$ cat src/pressure_port_params.svh
// Constants of the pressure sensor I2C register port
`ifndef PRESSURE_PORT_PARAMS_SVH
`define PRESSURE_PORT_PARAMS_SVH

`define TARGET_ADDR 7'h77
`define REG_CALIB_FIRST 8'haa
`define REG_CALIB_LAST 8'hbf
`define REG_IDENTITY 8'hd0
`define REG_SOFT_RESET 8'he0
`define REG_MEAS_CTRL 8'hf4
`define REG_RES_HIGH 8'hf6
`define REG_RES_MID 8'hf7
`define REG_RES_XLOW 8'hf8
`define SOFT_RESET_KEY 8'hb6
`define READ_UNMAPPED 8'h00
`define CTRL_RESET 8'h00
`define RES_HIGH_RESET 8'h80
`define RES_MID_RESET 8'h00
`define RES_XLOW_RESET 8'h00
`define RES_XLOW_MASK 8'hf8
`define SCO_BIT 5
`define OSS_MSB 7
`define OSS_LSB 6
`define MEAS_SEL_MSB 4
`define MEAS_TEMP_CODE 5'h0e
`define BYTE_BITS 4'd8
`define CALIB_BYTES 22
`define CALIB_WORDS 11
`define CLK_FREQ_KHZ 250000
`define CONV_TEMP_MS 4.5
`define CONV_P0_MS 4.5
`define CONV_P1_MS 7.5
`define CONV_P2_MS 13.5
`define CONV_P3_MS 25.5

`endif

$ cat src/pressure_port_pkg.sv
// Types of the pressure sensor I2C register port
`default_nettype none
package pressure_port_pkg;
	typedef enum logic [2:0] {
		S_IDLE,
		S_ADDR,
		S_ACK,
		S_WRITE,
		S_READ,
		S_RACK
	} i2c_state_e;
endpackage
`default_nettype wire

$ cat src/pressure_port.sv
// I2C target with measurement control, calibration and result registers
`timescale 1ns/1ps
`default_nettype none
`include "pressure_port_params.svh"

module pressure_port
	import pressure_port_pkg::*;
#(
	parameter int CONV_TEMP_CYC = $rtoi(`CONV_TEMP_MS * `CLK_FREQ_KHZ),
	parameter int CONV_P0_CYC = $rtoi(`CONV_P0_MS * `CLK_FREQ_KHZ),
	parameter int CONV_P1_CYC = $rtoi(`CONV_P1_MS * `CLK_FREQ_KHZ),
	parameter int CONV_P2_CYC = $rtoi(`CONV_P2_MS * `CLK_FREQ_KHZ),
	parameter int CONV_P3_CYC = $rtoi(`CONV_P3_MS * `CLK_FREQ_KHZ),
	parameter int TMR_W = 24,
	parameter logic [8*`CALIB_BYTES-1:0] CALIB_DATA = {`CALIB_WORDS{16'h1234}},
	// Identity value is arbitrary
	parameter logic [7:0] DEVICE_ID = 8'ha7
) (
	// Clock and reset
	input wire logic i_clk_sys,
	input wire logic i_srst,
	// I2C pins
	input wire logic i_scl,
	output logic o_scl_o,
	output logic o_scl_oe,
	input wire logic i_sda,
	output logic o_sda_o,
	output logic o_sda_oe,
	// Conversion front end
	output logic o_conv_start,
	output logic o_conv_pressure,
	output logic [1:0] o_conv_oss,
	input wire logic [23:0] i_conv_result
);

	// ************************************************************
	// Parameter checks
	// ************************************************************
	if (CONV_TEMP_CYC < 1 || CONV_P0_CYC < 1 || CONV_P1_CYC < 1 ||
		CONV_P2_CYC < 1 || CONV_P3_CYC < 1) begin : g_chk_min
		$error("Conversion counts must be at least one cycle");
	end
	if (TMR_W > 31 || CONV_TEMP_CYC >= (1 << TMR_W) || CONV_P0_CYC >= (1 << TMR_W) ||
		CONV_P1_CYC >= (1 << TMR_W) || CONV_P2_CYC >= (1 << TMR_W) ||
		CONV_P3_CYC >= (1 << TMR_W)) begin : g_chk_max
		$error("Conversion counts exceed timer width");
	end

	// ************************************************************
	// Pin synchronisers and bus conditions
	// ************************************************************
	logic [2:0] scl_reg;
	logic [2:0] scl_next;
	logic [2:0] sda_reg;
	logic [2:0] sda_next;
	logic scl_rise;
	logic scl_fall;
	logic start_det;
	logic stop_det;

	always_comb begin
		scl_next = {scl_reg[1:0], i_scl};
		sda_next = {sda_reg[1:0], i_sda};
	end

	always_ff @(posedge i_clk_sys) begin
		if (i_srst) begin
			scl_reg <= 3'h7;
			sda_reg <= 3'h7;
		end else begin
			scl_reg <= scl_next;
			sda_reg <= sda_next;
		end
	end

	assign scl_rise = scl_reg[1] && !scl_reg[2];
	assign scl_fall = !scl_reg[1] && scl_reg[2];
	assign start_det = scl_reg[1] && scl_reg[2] && !sda_reg[1] && sda_reg[2];
	assign stop_det = scl_reg[1] && scl_reg[2] && sda_reg[1] && !sda_reg[2];

	// ************************************************************
	// Calibration store
	// ************************************************************
	logic [7:0] calib_rom [0:`CALIB_BYTES-1];

	for (genvar g = 0; g < `CALIB_BYTES; g++) begin : g_calib
		assign calib_rom[g] = CALIB_DATA[8*(`CALIB_BYTES-g)-1 -: 8];
	end

	// ************************************************************
	// Register state and read multiplexer
	// ************************************************************
	logic [7:0] ctrl_reg;
	logic [7:0] ctrl_next;
	logic [7:0] res_hi_reg;
	logic [7:0] res_hi_next;
	logic [7:0] res_mid_reg;
	logic [7:0] res_mid_next;
	logic [7:0] res_xlo_reg;
	logic [7:0] res_xlo_next;
	logic [TMR_W-1:0] tmr_reg;
	logic [TMR_W-1:0] tmr_next;
	logic start_reg;
	logic start_next;
	logic press_reg;
	logic press_next;
	logic [1:0] oss_reg;
	logic [1:0] oss_next;
	logic [7:0] ptr_reg;
	logic [7:0] rd_byte;
	logic [7:0] calib_idx;

	assign calib_idx = ptr_reg - `REG_CALIB_FIRST;

	always_comb begin
		rd_byte = `READ_UNMAPPED;
		if (ptr_reg >= `REG_CALIB_FIRST && ptr_reg <= `REG_CALIB_LAST) begin
			rd_byte = calib_rom[calib_idx[4:0]];
		end else begin
			unique case (ptr_reg)
				`REG_IDENTITY: rd_byte = DEVICE_ID;
				`REG_MEAS_CTRL: rd_byte = ctrl_reg;
				`REG_RES_HIGH: rd_byte = res_hi_reg;
				`REG_RES_MID: rd_byte = res_mid_reg;
				`REG_RES_XLOW: rd_byte = res_xlo_reg;
				default: rd_byte = `READ_UNMAPPED;
			endcase
		end
	end

	// ************************************************************
	// I2C target engine
	// ************************************************************
	i2c_state_e state_reg;
	i2c_state_e state_next;
	logic [3:0] cnt_reg;
	logic [3:0] cnt_next;
	logic [7:0] shift_reg;
	logic [7:0] shift_next;
	logic [7:0] ptr_next;
	logic rw_reg;
	logic rw_next;
	logic first_reg;
	logic first_next;
	logic oe_reg;
	logic oe_next;
	logic wr_en;

	always_comb begin
		state_next = state_reg;
		cnt_next = cnt_reg;
		shift_next = shift_reg;
		ptr_next = ptr_reg;
		rw_next = rw_reg;
		first_next = first_reg;
		oe_next = oe_reg;
		wr_en = 1'b0;
		if (start_det) begin
			state_next = S_ADDR;
			cnt_next = 4'd0;
			oe_next = 1'b0;
			first_next = 1'b1;
		end else if (stop_det) begin
			state_next = S_IDLE;
			oe_next = 1'b0;
		end else begin
			unique case (state_reg)
				S_IDLE: begin
					oe_next = 1'b0;
				end
				S_ADDR, S_WRITE: begin
					if (scl_rise && cnt_reg != `BYTE_BITS) begin
						shift_next = {shift_reg[6:0], sda_reg[1]};
						cnt_next = cnt_reg + 4'd1;
					end else if (scl_fall && cnt_reg == `BYTE_BITS) begin
						if (state_reg == S_ADDR) begin
							if (shift_reg[7:1] == `TARGET_ADDR) begin
								rw_next = shift_reg[0];
								state_next = S_ACK;
								oe_next = 1'b1;
							end else begin
								state_next = S_IDLE;
							end
						end else begin
							if (first_reg) begin
								ptr_next = shift_reg;
							end else begin
								wr_en = 1'b1;
								ptr_next = ptr_reg + 8'h01;
							end
							first_next = 1'b0;
							state_next = S_ACK;
							oe_next = 1'b1;
						end
					end
				end
				S_ACK: begin
					if (scl_fall) begin
						cnt_next = 4'd0;
						oe_next = 1'b0;
						state_next = S_WRITE;
						if (rw_reg) begin
							shift_next = rd_byte;
							oe_next = !rd_byte[7];
							cnt_next = 4'd1;
							state_next = S_READ;
						end
					end
				end
				S_READ: begin
					if (scl_fall) begin
						if (cnt_reg == `BYTE_BITS) begin
							oe_next = 1'b0;
							state_next = S_RACK;
							ptr_next = ptr_reg + 8'h01;
						end else begin
							oe_next = !shift_reg[6];
							shift_next = {shift_reg[6:0], 1'b0};
							cnt_next = cnt_reg + 4'd1;
						end
					end
				end
				S_RACK: begin
					if (scl_rise && sda_reg[1]) begin
						state_next = S_IDLE;
					end else if (scl_fall) begin
						shift_next = rd_byte;
						oe_next = !rd_byte[7];
						cnt_next = 4'd1;
						state_next = S_READ;
					end
				end
			endcase
		end
	end

	always_ff @(posedge i_clk_sys) begin
		if (i_srst) begin
			state_reg <= S_IDLE;
			cnt_reg <= 4'd0;
			shift_reg <= 8'h00;
			ptr_reg <= 8'h00;
			rw_reg <= 1'b0;
			first_reg <= 1'b0;
			oe_reg <= 1'b0;
		end else begin
			state_reg <= state_next;
			cnt_reg <= cnt_next;
			shift_reg <= shift_next;
			ptr_reg <= ptr_next;
			rw_reg <= rw_next;
			first_reg <= first_next;
			oe_reg <= oe_next;
		end
	end

	// ************************************************************
	// Control, conversion timer and result registers
	// ************************************************************
	logic soft_rst;

	assign soft_rst = wr_en && ptr_reg == `REG_SOFT_RESET && shift_reg == `SOFT_RESET_KEY;

	always_comb begin
		ctrl_next = ctrl_reg;
		res_hi_next = res_hi_reg;
		res_mid_next = res_mid_reg;
		res_xlo_next = res_xlo_reg;
		tmr_next = tmr_reg;
		start_next = 1'b0;
		press_next = press_reg;
		oss_next = oss_reg;
		if (soft_rst) begin
			ctrl_next = `CTRL_RESET;
			res_hi_next = `RES_HIGH_RESET;
			res_mid_next = `RES_MID_RESET;
			res_xlo_next = `RES_XLOW_RESET;
			tmr_next = '0;
			press_next = 1'b0;
			oss_next = 2'd0;
		end else if (wr_en && ptr_reg == `REG_MEAS_CTRL) begin
			ctrl_next = shift_reg;
			tmr_next = '0;
			if (shift_reg[`SCO_BIT]) begin
				start_next = 1'b1;
				press_next = shift_reg[`MEAS_SEL_MSB:0] != `MEAS_TEMP_CODE;
				oss_next = shift_reg[`OSS_MSB:`OSS_LSB];
				if (!press_next) begin
					tmr_next = TMR_W'(CONV_TEMP_CYC);
				end else begin
					unique case (oss_next)
						2'd0: tmr_next = TMR_W'(CONV_P0_CYC);
						2'd1: tmr_next = TMR_W'(CONV_P1_CYC);
						2'd2: tmr_next = TMR_W'(CONV_P2_CYC);
						2'd3: tmr_next = TMR_W'(CONV_P3_CYC);
					endcase
				end
			end
		end else if (ctrl_reg[`SCO_BIT]) begin
			if (tmr_reg <= TMR_W'(1)) begin
				res_hi_next = i_conv_result[23:16];
				res_mid_next = i_conv_result[15:8];
				res_xlo_next = i_conv_result[7:0] & `RES_XLOW_MASK;
				ctrl_next[`SCO_BIT] = 1'b0;
				tmr_next = '0;
			end else begin
				tmr_next = tmr_reg - TMR_W'(1);
			end
		end
	end

	always_ff @(posedge i_clk_sys) begin
		if (i_srst) begin
			ctrl_reg <= `CTRL_RESET;
			res_hi_reg <= `RES_HIGH_RESET;
			res_mid_reg <= `RES_MID_RESET;
			res_xlo_reg <= `RES_XLOW_RESET;
			tmr_reg <= '0;
			start_reg <= 1'b0;
			press_reg <= 1'b0;
			oss_reg <= 2'd0;
		end else begin
			ctrl_reg <= ctrl_next;
			res_hi_reg <= res_hi_next;
			res_mid_reg <= res_mid_next;
			res_xlo_reg <= res_xlo_next;
			tmr_reg <= tmr_next;
			start_reg <= start_next;
			press_reg <= press_next;
			oss_reg <= oss_next;
		end
	end

	// ************************************************************
	// Outputs
	// ************************************************************
	assign o_sda_o = 1'b0;
	assign o_sda_oe = oe_reg;
	assign o_scl_o = 1'b0;
	assign o_scl_oe = 1'b0;
	assign o_conv_start = start_reg;
	assign o_conv_pressure = press_reg;
	assign o_conv_oss = oss_reg;

endmodule
`default_nettype wire

$ cat config.mk
export PLATFORM = sky130hd
export DESIGN_NAME = pressure_port
export DESIGN_NICKNAME = d
export VERILOG_FILES = /design/src/pressure_port_pkg.sv /design/src/pressure_port.sv
export VERILOG_INCLUDE_DIRS = /design/src /design/src/src
export SDC_FILE = /design/constraint.sdc
export NUM_CORES = 1
export LEC_CHECK = 0
export BUFFER_PORTS_ARGS = -buffer_cell sky130_fd_sc_hd__buf_4
export CAP_MARGIN = 15
export CORE_MARGIN = 2
export CORE_UTILIZATION = 45
export CTS_CLUSTER_SIZE = 10
export DETAILED_ROUTE_END_ITERATION = 7
export MAX_ROUTING_LAYER = met4
export PLACE_DENSITY_LB_ADDON = 0.3
export SETUP_SLACK_MARGIN = 0.5
export SYNTH_ARGS = -nofsm -noshare
export SYNTH_HDL_FRONTEND = slang
export SYNTH_SLANG_ARGS = --single-unit
export TNS_END_PERCENT = 1
$ cat constraint.sdc
create_clock -name i_clk_sys -period 5.55 [get_ports i_clk_sys]
set_clock_uncertainty 0.15 [all_clocks]
set_input_delay 0.2775 -clock i_clk_sys [delete_from_list [all_inputs] [get_ports i_clk_sys]]
set_output_delay 0.2775 -clock i_clk_sys [all_outputs]
set_load 0.05 [all_outputs]
* Word-level counts from Yosys, hierarchy flattened *
Memory sizes are Yosys's and may differ from the RTL's.
Index checks and enable logic that the tools add are counted.
W data, S select, Z words.

storage, ports and cells
  output and inout bits = 8
  memory bits (read-only) = 256
  word-level logic and storage cells = 191
  memories kept = 1
  bits in registers = 89

operators by class
  eq/ne operators = 41
  add/sub/neg operators = 4
  muxes and demuxes = 74
  magnitude comparators = 4
  reduce and logical (&&, ||, !) cells = 43
  bitwise gates (word level) = 5

memory list
  name             words  width  read ports  clocked after Yosys merged registers in  wr ports  line                  source
  (no name shown)  32     8      1           0                                        0         pressure_port.sv:118  rd_byte = calib_rom[calib_idx[4:0]];

operators by type and width
  cell                     number
  $mux W8                  16
  $mux W24                 5
  $pmux W24 S4             1
  $eq A8 B8 Y1 const B     7
  $pmux W8 S5              1
  $pmux W8 S4              1
  $mux W1                  30
  $ne A2 B2 Y1 const B     14
  $reduce_and A7 Y1        4
  $mux W3                  9
  $le A24 B1 Y1 const B    1
  $mux W4                  6
  $ne A4 B4 Y1 const B     6
  $sub A24 B1 Y24 const B  1
  $pmux W4 S4              1
  $pmux W8 S2              1
  $reduce_and A8 Y1        2
  $logic_and A1 B1 Y1      14
  $pmux W3 S4              1
  $reduce_and A10 Y1       1
  $add A8 B1 Y8 const B    1
  $ge A8 B8 Y1 const B     1
  $le A8 B8 Y1 const B     1
  $reduce_bool A2 Y1       4
  other kinds (27)         42

* Depth between registers and ports, before layout *
  depth in word-level cells = 11
  depth in mapped cells = 9
  gate-level depth less buffers = 7

* Worst setup path after synthesis *
Ideal clock, no wire load.

  path kind = register to register
  start = register cnt_reg[0]
  end = register res_hi_reg[0]
  stages on the path, launching flop included = 10
  arrival = 2.098 ns
  data required time = 5.272 ns
  period minus slack after synthesis = 2.376 ns
  setup slack = 3.174 ns
  cells stage by stage = dfxtp_1 > inv_1 > ha_1 > nand3b_1 > or4_1 > buf_2 > o21ai_0 > buf_2 > clkbuf_1 > nor2_1

between the ends
  cells in the longest elaborated chain, start to end = 10

ends and longest elaborated chain
  what                                                             line                  source
  start: declaration                                               pressure_port.sv:136  logic [3:0] cnt_reg;
  start signal: assignment                                         pressure_port.sv:248  cnt_reg <= cnt_next;
  $eq A4 B4 Y1 (no line)                                           n/a
  $logic_and A1 B1 Y1 (no line)                                    n/a
  $mux W1                                                          pressure_port.sv:175  end else if (scl_fall && cnt_reg == `BYTE_BITS) begin
  $mux W1 *                                                        pressure_port.sv:172  if (scl_rise && cnt_reg != `BYTE_BITS) begin
  $mux W1 *                                                        pressure_port.sv:167  unique case (state_reg)
  $mux W1 *                                                        pressure_port.sv:163  end else if (stop_det) begin
  $mux W1 *                                                        pressure_port.sv:158  if (start_det) begin
  $logic_and A1 B1 Y1 (no line)                                    n/a
  $not A1 Y1 (no line) or $logic_and A1 B1 Y1 (tied branches)      n/a
  $reduce_and A3 Y1 (no line) or $reduce_or A2 Y1 (tied branches)  n/a
  end signal: assignment                                           pressure_port.sv:315  res_hi_reg <= `RES_HIGH_RESET;
  end signal: assignment                                           pressure_port.sv:324  res_hi_reg <= res_hi_next;
  end: declaration                                                 pressure_port.sv:95   logic [7:0] res_hi_reg;

Mark *: on every way between the ends. The rest lies on a longest branch, timed or not.
A chain may end at the register's enable or synchronous reset.

* Final worst setup path *
  start = register ptr_reg[0]
  end = register tmr_reg[7]

between the ends
  cells in the longest elaborated chain, start to end = 4

ends and longest elaborated chain
  what                                         line                  source
  start: declaration                           pressure_port.sv:109  logic [7:0] ptr_reg;
  start signal: assignment                     pressure_port.sv:250  ptr_reg <= ptr_next;
  $eq A8 B8 Y1 (no line)                       n/a
  $logic_and A1 B1 Y1 (no line) (2 in series)  n/a
  $reduce_or A2 Y1 (no line)                   n/a
  end signal: assignment                       pressure_port.sv:327  tmr_reg <= tmr_next;
  end: declaration                             pressure_port.sv:101  logic [TMR_W-1:0] tmr_reg;

Parallel ways exist; a longest one is shown, timed or not.

==> flow_summary_export.csv <==
group,metric,value,unit
outcome,status,"finished, final reports clean",
clock_network,cts_setup_buffers,0,
die,core-area,0.0113,mm^2
sta,fin_tns_setup,0,ns
worst_setup_path,reg2reg_depth,6,
die,dieArea,0.0123,mm^2
finish,largest_register_ffs,24,
yosys,ys_seq_elements,89,
yosys,synth_edf_count,0,
yosys,netlist_instances,644,
place,place_hpwl,9700,um
route,wl_per_cell,18.0,um
route,finalWirelength,14300,um
power_and_ir_drop,power,1.39,mW
sta,timing.hold.ws,0.00216,ns
power_and_ir_drop,p_leak,2.20,nW
die,start_util,0.455,
route,dr_wl_met2,6830,um
clock_network,tritoncts,"yes",
die,die_y,111,um
clock_network,cts.path.max_buffers,2,
die,num_rows,39,
hold_path,hp-class,"primary input to flip-flop",
yosys,yosys_warnings,0,
route,routed-wl-met3,759,um
finish,final_nets,685,
route,drc,0,
route,num_vias,5040,
yosys,async_reset_ff_frac,0,
worst_setup_path,cp_data_required_time,5.67,ns
clock_network,clock_sinks,89,
finish,final_util,0.508,
global_routing,grt_pass1_vias,4749,
route,avgViaCountPerCell,6.36,
yosys,synth-main-ff-cell,"dfxtp_1",
sta,drv_slew,0,
die,die_w,111,um
worst_setup_path,critPathArrivalTime,3.28,ns
route,initialDrtViolationCount,463,
job,cap_violations,0,
global_routing,grt_overflow,0,
finish,antenna_cells_inserted,0,
sta,setup_viol_count_final,0,
worst_setup_path,critPathCaptureType,"flip-flop",
global_routing,grt_util_all_layers,0.239,
power_and_ir_drop,peakVddDrop,0.000150,V
worst_setup_path,cp_max_fo,16,
clock_network,cts_htree_levels,3,
clock_network,clk_pin_slew,0.07,ns
sta,fmax,317,MHz
route,highest_layer,"met4",
global_routing,grt_first_pass_wirelength,23600,um
yosys,synth_area,0.00513,mm^2
sta,worst_slew_pin_slew,1.14,ns
sta,slew_headroom,0.221,
clock_network,clock_latency,0.35,ns
hold_path,worstHoldPathCells,3,
global_routing,grt_antenna_before_repair,0,
finish,area_delta_synth_final,11.5,%
sta,post-route-min-period,3.16,ns
sta,rsz0062_at_grt,"no",
worst_setup_path,critPathKind,"flip-flop to flip-flop",
clock_network,cts_root_buffer,"clkbuf_16",
place,portBuffers,29,
route,antenna_left,0,
route,drtPass1Iterations,5,
finish,layout-drive-gt1-share,0.105,
yosys,syn_avg_cell_area,7.97,um^2
yosys,synth.distinct_cells,73,
yosys,seq_area_frac_synth,0.347,
clock_network,numCtsBuffers,9,
sta,fin_crit_sh,0.569,
die,ios,36,
place,routabilityCongestion,0.917,
power_and_ir_drop,power.density,243,mW/mm^2
worst_setup_path,cp-start-kind,"flip-flop",
global_routing,grt_max_degree,39,
sta,hold_violations,0,
route,met1Wirelength,6300,um
## layout by cell type (no fill, tap or decap), types with 4 or more instances in the layout
| master | n |
|---|---|
| a21o_1 | 6 |
| o221ai_1 | 6 |
| a311oi_1 | 4 |
| o21ai_0 | 24 |
| clkbuf_16 | 9 |
| or4_1 | 6 |
| mux2i_1 | 27 |
| nor3_1 | 11 |
| nand2b_1 | 7 |
| nand4_1 | 5 |
| a21oi_1 | 57 |
| and3_1 | 8 |
| a41oi_1 | 4 |
| a221oi_1 | 5 |
| a31oi_1 | 13 |
| nand3_1 | 26 |
| buf_4 | 32 |
| ha_1 | 12 |
| nor2b_1 | 4 |
| inv_1 | 24 |
| nor4_1 | 11 |
| dfxtp_1 | 89 |
| or2_2 | 8 |
| o211ai_1 | 7 |
| a22oi_1 | 11 |
| dlygate4sd3_1 | 4 |
| nand4b_1 | 5 |
| nand2_1 | 55 |
| nand3b_1 | 7 |
| a211oi_1 | 7 |
| o22ai_1 | 19 |
| a222oi_1 | 7 |
| nor2_1 | 58 |
| or3_1 | 8 |
## metal layers
metal | global-route usage | vias to the layer above
met5 | - | -
met1 | 0.305 | 2434
li1 | - | 2415
met3 | 0.0350 | 24
met2 | 0.379 | 167
met4 | 0.102 | 0
## critical path, cell delays in order, from the launching register on
cell and delay [ns]:
dfxtp_1 0.36, inv_1 0.13, ha_1 0.56, nand4_1 0.53, a2111oi_0 1.04, a21oi_1 0.09
o22ai_1 0.22
## kinds of logic after synthesis
family	Yosys count	synth area share
compound gates	197	0.256
xor+xnor	1	0.00171
fa+ha+maj	12	0.0292
buf+inv	73	0.0587
flops	89	0.347
mux	27	0.0526
other cells	1	0.000730
simple gates	244	0.253
## metrics by stage
| stage | worst slack, ns | area, um^2 | cells |
|---|---|---|---|
| after floorplan | 3.17 | 5140 | 646 |
| after global placement | 2.50 | 5360 | 773 |
| after detailed placement | 2.51 | 5360 | 773 |
| after CTS | 2.47 | 5720 | 793 |
| after global routing | 2.32 | 5720 | 793 |
| final | 2.39 | 5720 | 793 |
## where the power goes
part | switching, mW | leakage [nW] | internal [mW]
sequential | 0.0121 | 0.719 | 0.644
combinational | 0.0420 | 1.32 | 0.0284
clock | 0.266 | 0.156 | 0.400
total | 0.320 | 2.20 | 1.07
## cell usage after synthesis (all sizes together) (9+ instances only)
cell     n  area share
nand3   26       0.025
inv     24       0.018
o21ai   26       0.025
clkbuf  35       0.026
nand2   55       0.040
ha      12       0.029
o22ai   19       0.023
nor3    12       0.013
nor4    14       0.021
a22oi   11       0.016
dfxtp   89        0.35
buf     13       0.015
a31oi   13       0.016
mux2i   27       0.053
nor2    59       0.044
or2      9       0.011
a21oi   57       0.056
## final timing paths
check	endpoint	slack (ns)	start
max	tmr_reg[7]	2.39	ptr_reg[0]
min	res_mid_reg[7]	0.002	i_conv_result[15]
max reg2reg	tmr_reg[7]	2.39	ptr_reg[0]
min reg2reg	scl_reg[1]	0.26	scl_reg[0]
## timing repair
item / in CTS / in global routing
hold buffers: 4 / 0
gates resized for setup: 0 / 0
endpoints found under the hold margin: 4 / 0
endpoints found under the setup margin: 0 / 0
## cell type report
cell class	count	area, um^2
timing repair buffer	36	280
inverter	25	93.8
tap	143	179
sequential	89	1780
multi-input combinational	484	3070
clock buffer	11	233
fill	1089	5550
clock inverter	5	88.8
Power figures use the tool's default switching activity.
